## config.mk

```make
export PLATFORM = sky130hd
export DESIGN_NAME = stcm_monitor
export DESIGN_NICKNAME = d
export VERILOG_FILES = /design/src/inc/stcm_pkg.sv /design/src/logic/stcm_monitor.sv
export SDC_FILE = /design/constraint.sdc
export NUM_CORES = 1
export LEC_CHECK = 0
export BUFFER_PORTS_ARGS = -buffer_cell sky130_fd_sc_hd__buf_2
export CAP_MARGIN = 20
export CELL_PAD_IN_SITES_DETAIL_PLACEMENT = 1
export CELL_PAD_IN_SITES_GLOBAL_PLACEMENT = 1
export CORE_MARGIN = 1.5
export CORE_UTILIZATION = 49
export DETAILED_ROUTE_END_ITERATION = 6
export PLACE_DENSITY_LB_ADDON = 0.1
export SETUP_SLACK_MARGIN = 0.02
export SLEW_MARGIN = 5
export SYNTH_ARGS = -nofsm -noshare
export SYNTH_HDL_FRONTEND = slang
export SYNTH_SLANG_ARGS = --single-unit
```

## constraint.sdc

```tcl
create_clock -name mclk -period 2.9 [get_ports mclk]
set_input_delay 0.58 -clock mclk [delete_from_list [all_inputs] [get_ports mclk]]
set_output_delay 0.58 -clock mclk [all_outputs]
set_load 0.1 [all_outputs]
```

## src/inc/stcm_pkg.sv

```systemverilog
// constants shared by the serial text capture monitor
package stcm_pkg;
    // ---------------------------------------------------------------
    // clocking and stimulus timing
    // ---------------------------------------------------------------
    localparam int unsigned MCLK_HZ        = 200_000_000;
    localparam int unsigned MCLK_PERIOD_PS = 5000;
    localparam int unsigned XTAL_HZ        = 50_000_000;
    // half period of the crystal clock in mclk cycles, rounded down, at least one
    localparam int unsigned XTAL_HALF_CYC  = (MCLK_HZ / (2 * XTAL_HZ)) < 1 ? 1 : MCLK_HZ / (2 * XTAL_HZ);
    localparam int unsigned RST_LOW_NS     = 5;
    // least hold time rounds up to whole cycles, at least one
    localparam int unsigned RST_LOW_CYC_I  = (RST_LOW_NS * 1000 + MCLK_PERIOD_PS - 1) / MCLK_PERIOD_PS;
    localparam int unsigned RST_LOW_CYC    = RST_LOW_CYC_I < 1 ? 1 : RST_LOW_CYC_I;

    // ---------------------------------------------------------------
    // character framing and special codes
    // ---------------------------------------------------------------
    localparam int unsigned DATA_BITS   = 8;
    localparam logic [7:0]  CHAR_CR     = 8'h0D;
    localparam logic [7:0]  CHAR_EOT    = 8'h04;
    localparam logic [7:0]  CHAR_ESC    = 8'h1B;
    localparam logic [2:0]  LAST_BIT    = 3'h7;

    // ---------------------------------------------------------------
    // line buffer
    // ---------------------------------------------------------------
    localparam int unsigned LINE_DEPTH  = 64;
    localparam int unsigned IDX_W       = 6;
    localparam int unsigned LEN_W       = 7;
    localparam logic [6:0]  LINE_FULL   = 7'h40;

    typedef enum logic [1:0] {
        STCM_RX_IDLE = 2'b00,
        STCM_RX_DATA = 2'b01,
        STCM_RX_STOP = 2'b10
    } stcm_rx_t;

    typedef enum logic [0:0] {
        STCM_EM_IDLE = 1'b0,
        STCM_EM_SEND = 1'b1
    } stcm_em_t;
endpackage

```

## src/logic/stcm_monitor.sv

```systemverilog
// serial text capture monitor with clock, reset and crossover stimulus
`timescale 1ns/1ps

// Contract
// - the serial input is sampled at one data bit per mclk cycle, so another line speed needs another clock.
// - received characters are collected and the collected line is sent out as a message on carriage return.
// - a received 0x04 halts the run unless it directly follows an escape character 0x1B that is not itself escaped.
// - a single-cycle completion pulse is driven just before the halt takes effect.
// - the active-low system reset is held low for 5 ns after start and then released.
// - the first and second serial ports are cross-connected, transmit of each to receive of the other.
module stcm_monitor
    import stcm_pkg::*;
(
    input  wire logic       mclk,
    input  wire logic       srst,
    input  wire logic       serial_port_third_txd,
    input  wire logic       serial_port_first_txd,
    input  wire logic       serial_port_second_txd,
    input  wire logic       msg_ready,
    output logic            serial_port_first_rxd,
    output logic            serial_port_second_rxd,
    output logic            crystal_clock_in,
    output logic            system_reset_low,
    output logic [7:0]      msg_data,
    output logic            msg_last,
    output logic            msg_valid,
    output logic            sim_finish_pulse,
    output logic            sim_halt,
    output logic            frame_error,
    output logic            line_dropped
);

    // ---------------------------------------------------------------
    // declarations
    // ---------------------------------------------------------------
    stcm_rx_t         rx_state_r;
    logic [2:0]       bit_cnt_r;
    logic [7:0]       shift_r;
    logic             char_stb_r;
    logic [7:0]       char_r;
    logic             esc_r;
    logic             finish_r;
    logic             halt_r;
    logic             ferr_r;
    logic             drop_r;
    logic [7:0]       line_mem [LINE_DEPTH];
    logic [LEN_W-1:0] len_r;
    logic [IDX_W-1:0] rd_idx_r;
    stcm_em_t         em_state_r;
    logic [7:0]       out_data_r;
    logic             out_last_r;
    logic             out_v_r;
    logic [7:0]       skid_data_r;
    logic             skid_last_r;
    logic             skid_v_r;
    logic             push_v;
    logic             push_rdy;
    logic             push_fire;
    logic             push_last;
    logic [7:0]       push_data;
    logic             is_eot;
    logic             is_cr;
    logic [1:0]       xtal_cnt_r;
    logic             xtal_r;
    logic [3:0]       rst_cnt_r;
    logic             rst_low_r;
    logic             p1_rxd_r;
    logic             p2_rxd_r;

    // ---------------------------------------------------------------
    // serial receiver
    // ---------------------------------------------------------------
    // one bit per cycle: no oversampling, the line is read on every rising edge
    // start, eight data lsb first, stop
    always_ff @(posedge mclk) begin
        if (srst) begin
            rx_state_r <= STCM_RX_IDLE;
            bit_cnt_r  <= 3'h0;
            shift_r    <= 8'h00;
            char_stb_r <= 1'b0;
            char_r     <= 8'h00;
            ferr_r     <= 1'b0;
        end else begin
            char_stb_r <= 1'b0;
            case (rx_state_r)
                STCM_RX_IDLE: begin
                    // once halted the line is no longer watched
                    if (!halt_r && !finish_r && !serial_port_third_txd) begin
                        rx_state_r <= STCM_RX_DATA;
                        bit_cnt_r  <= 3'h0;
                    end
                end
                STCM_RX_DATA: begin
                    shift_r   <= {serial_port_third_txd, shift_r[7:1]};
                    bit_cnt_r <= bit_cnt_r + 3'h1;
                    if (bit_cnt_r == LAST_BIT) begin
                        rx_state_r <= STCM_RX_STOP;
                    end
                end
                STCM_RX_STOP: begin
                    rx_state_r <= STCM_RX_IDLE;
                    // a low stop bit marks a broken frame; the character is thrown away
                    if (serial_port_third_txd) begin
                        char_stb_r <= 1'b1;
                        char_r     <= shift_r;
                    end else begin
                        ferr_r <= 1'b1;
                    end
                end
                default: begin
                    rx_state_r <= STCM_RX_IDLE;
                end
            endcase
        end
    end

    assign is_eot = char_stb_r && (char_r == CHAR_EOT) && !esc_r;
    assign is_cr  = char_stb_r && (char_r == CHAR_CR);

    // ---------------------------------------------------------------
    // escape and end of run
    // ---------------------------------------------------------------
    // escape pending lasts exactly one character
    always_ff @(posedge mclk) begin
        if (srst) begin
            esc_r <= 1'b0;
        end else if (char_stb_r) begin
            esc_r <= esc_r ? 1'b0 : (char_r == CHAR_ESC);
        end
    end

    // unescaped end code halts; pulse one cycle ahead of the halt level
    always_ff @(posedge mclk) begin
        if (srst) begin
            finish_r <= 1'b0;
            halt_r   <= 1'b0;
        end else begin
            finish_r <= is_eot && !halt_r && !finish_r;
            halt_r   <= halt_r | finish_r;
        end
    end

    // ---------------------------------------------------------------
    // line buffer and message emitter
    // ---------------------------------------------------------------
    assign push_v    = (em_state_r == STCM_EM_SEND);
    assign push_rdy  = !skid_v_r;
    assign push_fire = push_v && push_rdy;
    assign push_data = line_mem[rd_idx_r];
    assign push_last = ({1'b0, rd_idx_r} == (len_r - 7'h01));

    // characters other than an unescaped 0x04 arriving while a line drains are dropped rather than stalling the link,
    // because the transmitter cannot be held off
    // gather until carriage return, then send the line
    always_ff @(posedge mclk) begin
        if (srst) begin
            em_state_r <= STCM_EM_IDLE;
            len_r      <= '0;
            rd_idx_r   <= '0;
            drop_r     <= 1'b0;
        end else begin
            case (em_state_r)
                STCM_EM_IDLE: begin
                    if (is_cr && len_r != '0) begin
                        em_state_r <= STCM_EM_SEND;
                        rd_idx_r   <= '0;
                    end else if (char_stb_r && !is_cr && !is_eot) begin
                        if (len_r == LINE_FULL) begin
                            drop_r <= 1'b1;
                        end else begin
                            line_mem[len_r[IDX_W-1:0]] <= char_r;
                            len_r                      <= len_r + 7'h01;
                        end
                    end
                end
                STCM_EM_SEND: begin
                    if (char_stb_r && !is_eot) begin
                        drop_r <= 1'b1;
                    end
                    if (push_fire) begin
                        if (push_last) begin
                            em_state_r <= STCM_EM_IDLE;
                            len_r      <= '0;
                        end else begin
                            rd_idx_r <= rd_idx_r + 6'h01;
                        end
                    end
                end
                default: begin
                    em_state_r <= STCM_EM_IDLE;
                end
            endcase
        end
    end

    // ---------------------------------------------------------------
    // two-entry output buffer
    // ---------------------------------------------------------------
    // the skid entry absorbs the word in flight when the receiver stalls, so nothing is lost
    always_ff @(posedge mclk) begin
        if (srst) begin
            out_v_r     <= 1'b0;
            out_data_r  <= 8'h00;
            out_last_r  <= 1'b0;
            skid_v_r    <= 1'b0;
            skid_data_r <= 8'h00;
            skid_last_r <= 1'b0;
        end else if (out_v_r && msg_ready) begin
            if (skid_v_r) begin
                out_data_r <= skid_data_r;
                out_last_r <= skid_last_r;
                skid_v_r   <= 1'b0;
            end else if (push_fire) begin
                out_data_r <= push_data;
                out_last_r <= push_last;
            end else begin
                out_v_r <= 1'b0;
            end
        end else if (!out_v_r) begin
            if (push_fire) begin
                out_v_r    <= 1'b1;
                out_data_r <= push_data;
                out_last_r <= push_last;
            end
        end else if (push_fire) begin
            skid_v_r    <= 1'b1;
            skid_data_r <= push_data;
            skid_last_r <= push_last;
        end
    end

    // ---------------------------------------------------------------
    // clock, reset and crossover stimulus
    // ---------------------------------------------------------------
    // crystal clock from a divider, one toggle per half period
    always_ff @(posedge mclk) begin
        if (srst) begin
            xtal_cnt_r <= 2'h0;
            xtal_r     <= 1'b0;
        end else if (xtal_cnt_r == 2'(XTAL_HALF_CYC - 1)) begin
            xtal_cnt_r <= 2'h0;
            xtal_r     <= ~xtal_r;
        end else begin
            xtal_cnt_r <= xtal_cnt_r + 2'h1;
        end
    end

    // hold the system reset low for the set time, then release for good
    always_ff @(posedge mclk) begin
        if (srst) begin
            rst_cnt_r <= 4'h0;
            rst_low_r <= 1'b0;
        end else if (rst_cnt_r == 4'(RST_LOW_CYC - 1)) begin
            rst_low_r <= 1'b1;
        end else begin
            rst_cnt_r <= rst_cnt_r + 4'h1;
        end
    end

    // each transmit line drives the other port's receive line; idle high in reset
    always_ff @(posedge mclk) begin
        if (srst) begin
            p1_rxd_r <= 1'b1;
            p2_rxd_r <= 1'b1;
        end else begin
            p1_rxd_r <= serial_port_second_txd;
            p2_rxd_r <= serial_port_first_txd;
        end
    end

    // ---------------------------------------------------------------
    // outputs, all from flip-flops
    // ---------------------------------------------------------------
    assign serial_port_first_rxd  = p1_rxd_r;
    assign serial_port_second_rxd = p2_rxd_r;
    assign crystal_clock_in       = xtal_r;
    assign system_reset_low       = rst_low_r;
    assign msg_data               = out_data_r;
    assign msg_last               = out_last_r;
    assign msg_valid              = out_v_r;
    assign sim_finish_pulse       = finish_r;
    assign sim_halt               = halt_r;
    assign frame_error            = ferr_r;
    assign line_dropped           = drop_r;

endmodule

```

* After elaboration in Yosys (flattened, before gate mapping) *
Memory sizes are Yosys's and may differ from the RTL's. A register that Yosys moved wholly into a read port is not among the register bits.
Cells that the tools add are included.

operators by class
  equality and inequality tests = 23
  muxes and demuxes = 47
  bitwise gates (word level) = 6
  reductions and logical operators = 37
  add/subtract/negate cells = 6

operators by type and width
  cell                                                                   count
  7-bit two-way mux                                                      5
  8-bit two-way mux                                                      4
  6-bit two-way mux                                                      5
  1-bit two-way mux                                                      24
  2-bit != test, second input constant                                   10
  7-bit one-hot mux with 2 select lines                                  1
  1-bit logical AND                                                      13
  6-bit one-hot mux with 2 select lines                                  1
  2-bit AND reduction                                                    6
  8-bit by 3-bit equality test with 1-bit output, second input constant  1
  8-bit by 4-bit equality test with 1-bit output, second input constant  1
  8-bit by 5-bit equality test with 1-bit output, second input constant  1
  2-bit by 1-bit != test with 1-bit output, second input constant        4
  7-bit by 1-bit adder with 7-bit output, second input constant          1
  6-bit by 7-bit equality test with 1-bit output                         1
  7-bit equality test, second input constant                             1
  1-bit logical NOT                                                      7
  7-bit nonzero test                                                     1
  7-bit by 1-bit subtractor with 7-bit output, second input constant     1
  6-bit by 1-bit adder with 6-bit output, second input constant          1
  3-bit one-hot mux with 2 select lines                                  1
  3-bit AND reduction                                                    2
  2-bit OR reduction                                                     3
  1-bit inverter                                                         5
  other kinds (16)                                                       19

storage, ports and cells
  memories kept = 1
  output and inout port bits = 18
  flip-flop bits (word level) = 71
  logic and storage cells = 145
  memory bits (writable) = 512
  bits of input ports = 6

memories
  name      depth  width  rd ports  clocked after memory_dff  wr ports  RTL line            source
  line_mem  64     8      1         1                         1         stcm_monitor.sv:46  logic [7:0] line_mem [LINE_DEPTH];

* Longest topological paths before layout *
  word-level depth = 10
  gate-level depth with buffers = 11

* Worst setup path before layout *
OpenSTA, ideal clock, no wires.

  path type = flip-flop to flip-flop
  start = reg char_r[0]
  end = mem line_mem[57][0] (enable)
  data arrival time = 2685 ps
  required time = 2530 ps
  cell stages (with the launch flop) = 7
  path slack = -155 ps
  cells stage by stage = dfxtp_1 -> nor3_1 -> o211ai_1 -> and3_1 -> nor2b_1 -> nand3_1 -> nor2_1

between the ends
  cells in the longest elaborated chain, start to end = 10
  elaborated cells between the ends (all ways) = 15

ends and longest elaborated chain
  what                                                                                                                     RTL line                                  source
  start, declared                                                                                                          stcm_monitor.sv:40                        logic [7:0] char_r;
  start signal, assigned                                                                                                   stcm_monitor.sv:105                       char_r <= shift_r;
  8-bit by 4-bit equality test with 1-bit output / 8-bit by 3-bit equality test with 1-bit output (equally long branches)  stcm_monitor.sv:118, stcm_monitor.sv:117
  1-bit logical AND (on tied branches)                                                                                     stcm_monitor.sv:118, stcm_monitor.sv:117
  1-bit logical NOT / 1-bit logical AND (equally long branches)                                                            stcm_monitor.sv:167, stcm_monitor.sv:117
  1-bit logical AND / 1-bit logical NOT (equally long branches)                                                            stcm_monitor.sv:167                       end else if (char_stb_r && !is_cr && !is_eot) begin
  1-bit logical AND                                                                                                        stcm_monitor.sv:167
  1-bit two-way mux                                                                                                        stcm_monitor.sv:167
  1-bit two-way mux (*)                                                                                                    stcm_monitor.sv:164                       if (is_cr && len_r != '0) begin
  1-bit two-way mux (*)                                                                                                    stcm_monitor.sv:162                       case (em_state_r)
  1-bit two-way mux (*)                                                                                                    stcm_monitor.sv:156                       if (srst) begin
  1-bit two-way mux (implied by the code) (*)                                                                              stcm_monitor.sv:171                       line_mem[len_r[IDX_W-1:0]] <= char_r;
  end, declared                                                                                                            stcm_monitor.sv:46

Mark *: on every way between the ends. The rest lies on a longest branch, timed or not.

==> run summary <==
Top Ports = 24
Htree depth = 2
Initial core utilization = 49.9%
P&R area growth vs syn = 15.3%
Synth top area cells = edfxtp_1 66%, mux4_2 10%, dfxtp_1 6.6%, mux2i_1 3.0%, nor2_1 1.8%
Simple-Gate Fraction of Synth Area = 5.64%
HP Class = in -> reg
Max Clock Skew = 0.0280 ns
Yosys Warn Count = 0
Crit-path most repeated cell = mux4_2
Die width = 221 um
Pwr Total = 16.7 mW
Synth Flop Type = edfxtp_1
# hold bufs at CTS = 0
Rows = 79
Critical Path Max Stage Delay = 0.54 ns
Slowest CP cell = mux4_2
Largest family of logic cells by synthesized area = multiplexers
Leakage = 8.65 nW
Reg2Reg Capture Point = msg_data[0]$_SDFFE_PP0P_
Vias in the first global route = 13300
Post-synthesis sequential area ratio = 72.5%
Core ar. = 46800 um2
Final hold vios = 0
XOR/XNOR Fraction of Synth Area = 0.413%
Post-synth ARST share = 0%
Required time of the critical path = 3.39 ns
Status = completed
Number of max-cap violations = 0
Reg-to-reg slack, setup = 0.11 ns
Crit path max fanout = 10
Routed length per instance = 27.7 um
Clk_lat worst skew = 0.63 ns
GRT Overall Usage = 24.8%
Power per cell area = 619 nW/um2
Peak Freq = 358 MHz
Post-Synth Adder-Cell Area = 0.482%
Worst Path Arrival = 3.29 ns
Share of layout cells above drive strength 1 = 25.1%
Post-Route WL = 59900 um
Register-to-Register Path Depth = 6
Crit path kind = reg -> reg
Slew at the pin closest to its max-slew limit = 0.912 ns
Yosys cell types = 61
GP Congestion = 0.844
# setup viols final = 0
CTS Buf Count = 61
Worst Setup Start Kind = flop
Worst Path Buf+Inv = 1
Initial DRC Count = 1302
Hold_sp = serial_port_first_txd
Post-synthesis mux area share = 13.6%
Post-synth EDFFs = 512
Worst Hold End = serial_port_second_rxd$_SDFF_PP1_
Normalized max-slew margin = 39.1%
Clock transition at the registers of the reported paths = 0.06 ns
Cells after Synth = 1356
Unrepaired setup endpoints after global routing = false
Detailed-route via count = 13000
WHS = 0.146 ns
Setup Total Neg Slack = 0 ns
Tcrit/Tclk final = 96.4%
Cell family with most CP delay = multiplexers
Layout Nets = 1519
Minimum clock period = 2.79 ns
Port bufs = 23
Crit-path cells = buf_4 > mux4_2 > mux4_2 > o22ai_1 > a2bb2oi_1 > a21oi_1
CTS Root Cell = clkbuf_16
Antenna Nets Post-Route = 0
Crit path capture type = flop
Synthesized area = 23300 um2
DRC = 0
Syn_area_per_cell = 17.2 um2
Synthesized Nets = 1371
TritonRoute pass-1 iters = 5
CTS Sinks = 589
Die footprint = 49000 um2
Post-CTS sizing = 0
VDD IR max = 0.495 mV
First-pass GRT wire length = 88900 um
Largest net degree at the start of global routing = 67
Final slew viol count = 0
Die Ht = 221 um
CTS tree = done
GRT overflow = 0
Yosys reg bits = 589
Via/cell ratio = 6.01
Min-Delay Path Depth = 2
Yosys top cell by area = edfxtp_1
Initial antenna violation count = 0
Deepest clock path buffer count = 3
Final HPWL DP = 38300 um
Top cell type's share of synthesized area = 65.8%
Post-synthesis compound-gate area fraction = 5.50%
Postcts setup bufs = 0
==> cell usage in the layout, fill, tap and decap left out, types with 15 or more instances in the layout <==
master	n
clkbuf_1	15
a21oi_1	63
nor2_1	111
mux2i_1	70
buf_4	135
nand3_1	20
o211ai_1	16
o21ai_0	28
nand2_1	57
edfxtp_1	512
dfxtp_1	65
mux4_2	105
a22oi_1	16
buf_2	23
o22ai_1	15
clkbuf_16	62
==> cells by family after synthesis <==
logic type	Yosys count
mux	185
compound gates	199
buf+inv	93
simple gates	270
xor+xnor	11
flops	589
fa+ha+maj	9
==> worst reg2reg max path, delay by kind of cell, from the launching register on <==
kind / cells / cell delay, ns
buffers and inverters: 1 / 0.29
muxes: 2 / 1.07
AOI/OAI and AO/OA: 3 / 0.85
DFF: 1 / 0.47
==> Yosys cell counts (9+ instances only) <==
cell      count
ha_1          9
nor2_1      111
dfxtp_1      77
buf_1        13
nand2_1      57
a22o_1       14
nor2b_1       9
buf_2        22
mux2_2       10
o211ai_1     16
nand3_1      20
a21oi_1      63
a22oi_1      16
mux4_2      105
o22ai_1      15
nand2b_1     10
inv_1        11
clkbuf_1     32
buf_4        12
o21ai_0      28
a31oi_1       9
edfxtp_1    512
mux2i_1      70
nand3b_1     13
==> worst max path at each step <==
stage                                 from                   endpoint  slack (ns)  cells after the start
finish                                flop   msg_data[0]$_SDFFE_PP0P_        0.11                      6
global route         len_r[0]$_SDFFE_PP0P_  line_mem[25][6]$_DFFE_PP_        0.04                      9
CTS                                   flop   msg_data[0]$_SDFFE_PP0P_        0.15                      6
detailed placement                    flop   msg_data[0]$_SDFFE_PP0P_        0.17                      6
global placement                      flop   msg_data[2]$_SDFFE_PP0P_        0.20                      6
floorplan           char_r[2]$_SDFFE_PP0P_  line_mem[58][0]$_DFFE_PP_        0.20                      6
==> power breakdown <==
group | total (mW) | switching, mW | internal [mW] | leakage, nW
combinational | 0.132 | 0.100 | 0.0315 | 2.43
sequential | 9.10 | 0.0107 | 9.09 | 5.28
clock | 7.42 | 3.19 | 4.23 | 0.938
==> cell type report <==
type | count | area, um2
antenna | 1 | 2.50
clock buffer | 81 | 1650
clock inverter | 33 | 238
fill | 4204 | 19800
inverter | 11 | 41.3
multi-input combinational | 674 | 5990
sequential | 589 | 16900
tap | 607 | 759
timing repair buffer | 167 | 1310
==> per-layer routing <==
metal	global-route usage [%]	vias to the layer above	wire (um)
li1	-	5693	-
met1	34.7	6843	25900
met2	39.8	354	28900
met3	3.55	102	2840
met4	9.17	0	2210
met5	0	-	0
==> flip-flops by register name, summed over array words and instances (netlist names), 2 cells and up, named ones only <==
signal and flops:
bit_cnt_r 3, char_r 8, len_r 7, line_mem 512
msg_data 8, rd_idx_r 6, rst_cnt_r 4, rx_state_r 2
shift_r 8, skid_data_r 8, xtal_cnt_r 2
==> per-stage QoR <==
step | cells | setup slack, ns | area (um2) | utilization, %
after floorplan | 1356 | 0.200 | 23400 | -
after global placement | 2048 | 0.199 | 25000 | 53.5
after detailed placement | 2048 | 0.169 | 25000 | 53.5
after CTS | 2162 | 0.146 | 26900 | 57.6
after global routing | 2162 | 0.0417 | 26900 | 57.6
final | 2163 | 0.106 | 26900 | 57.6
Note: power is estimated with default switching activity, not from simulation.
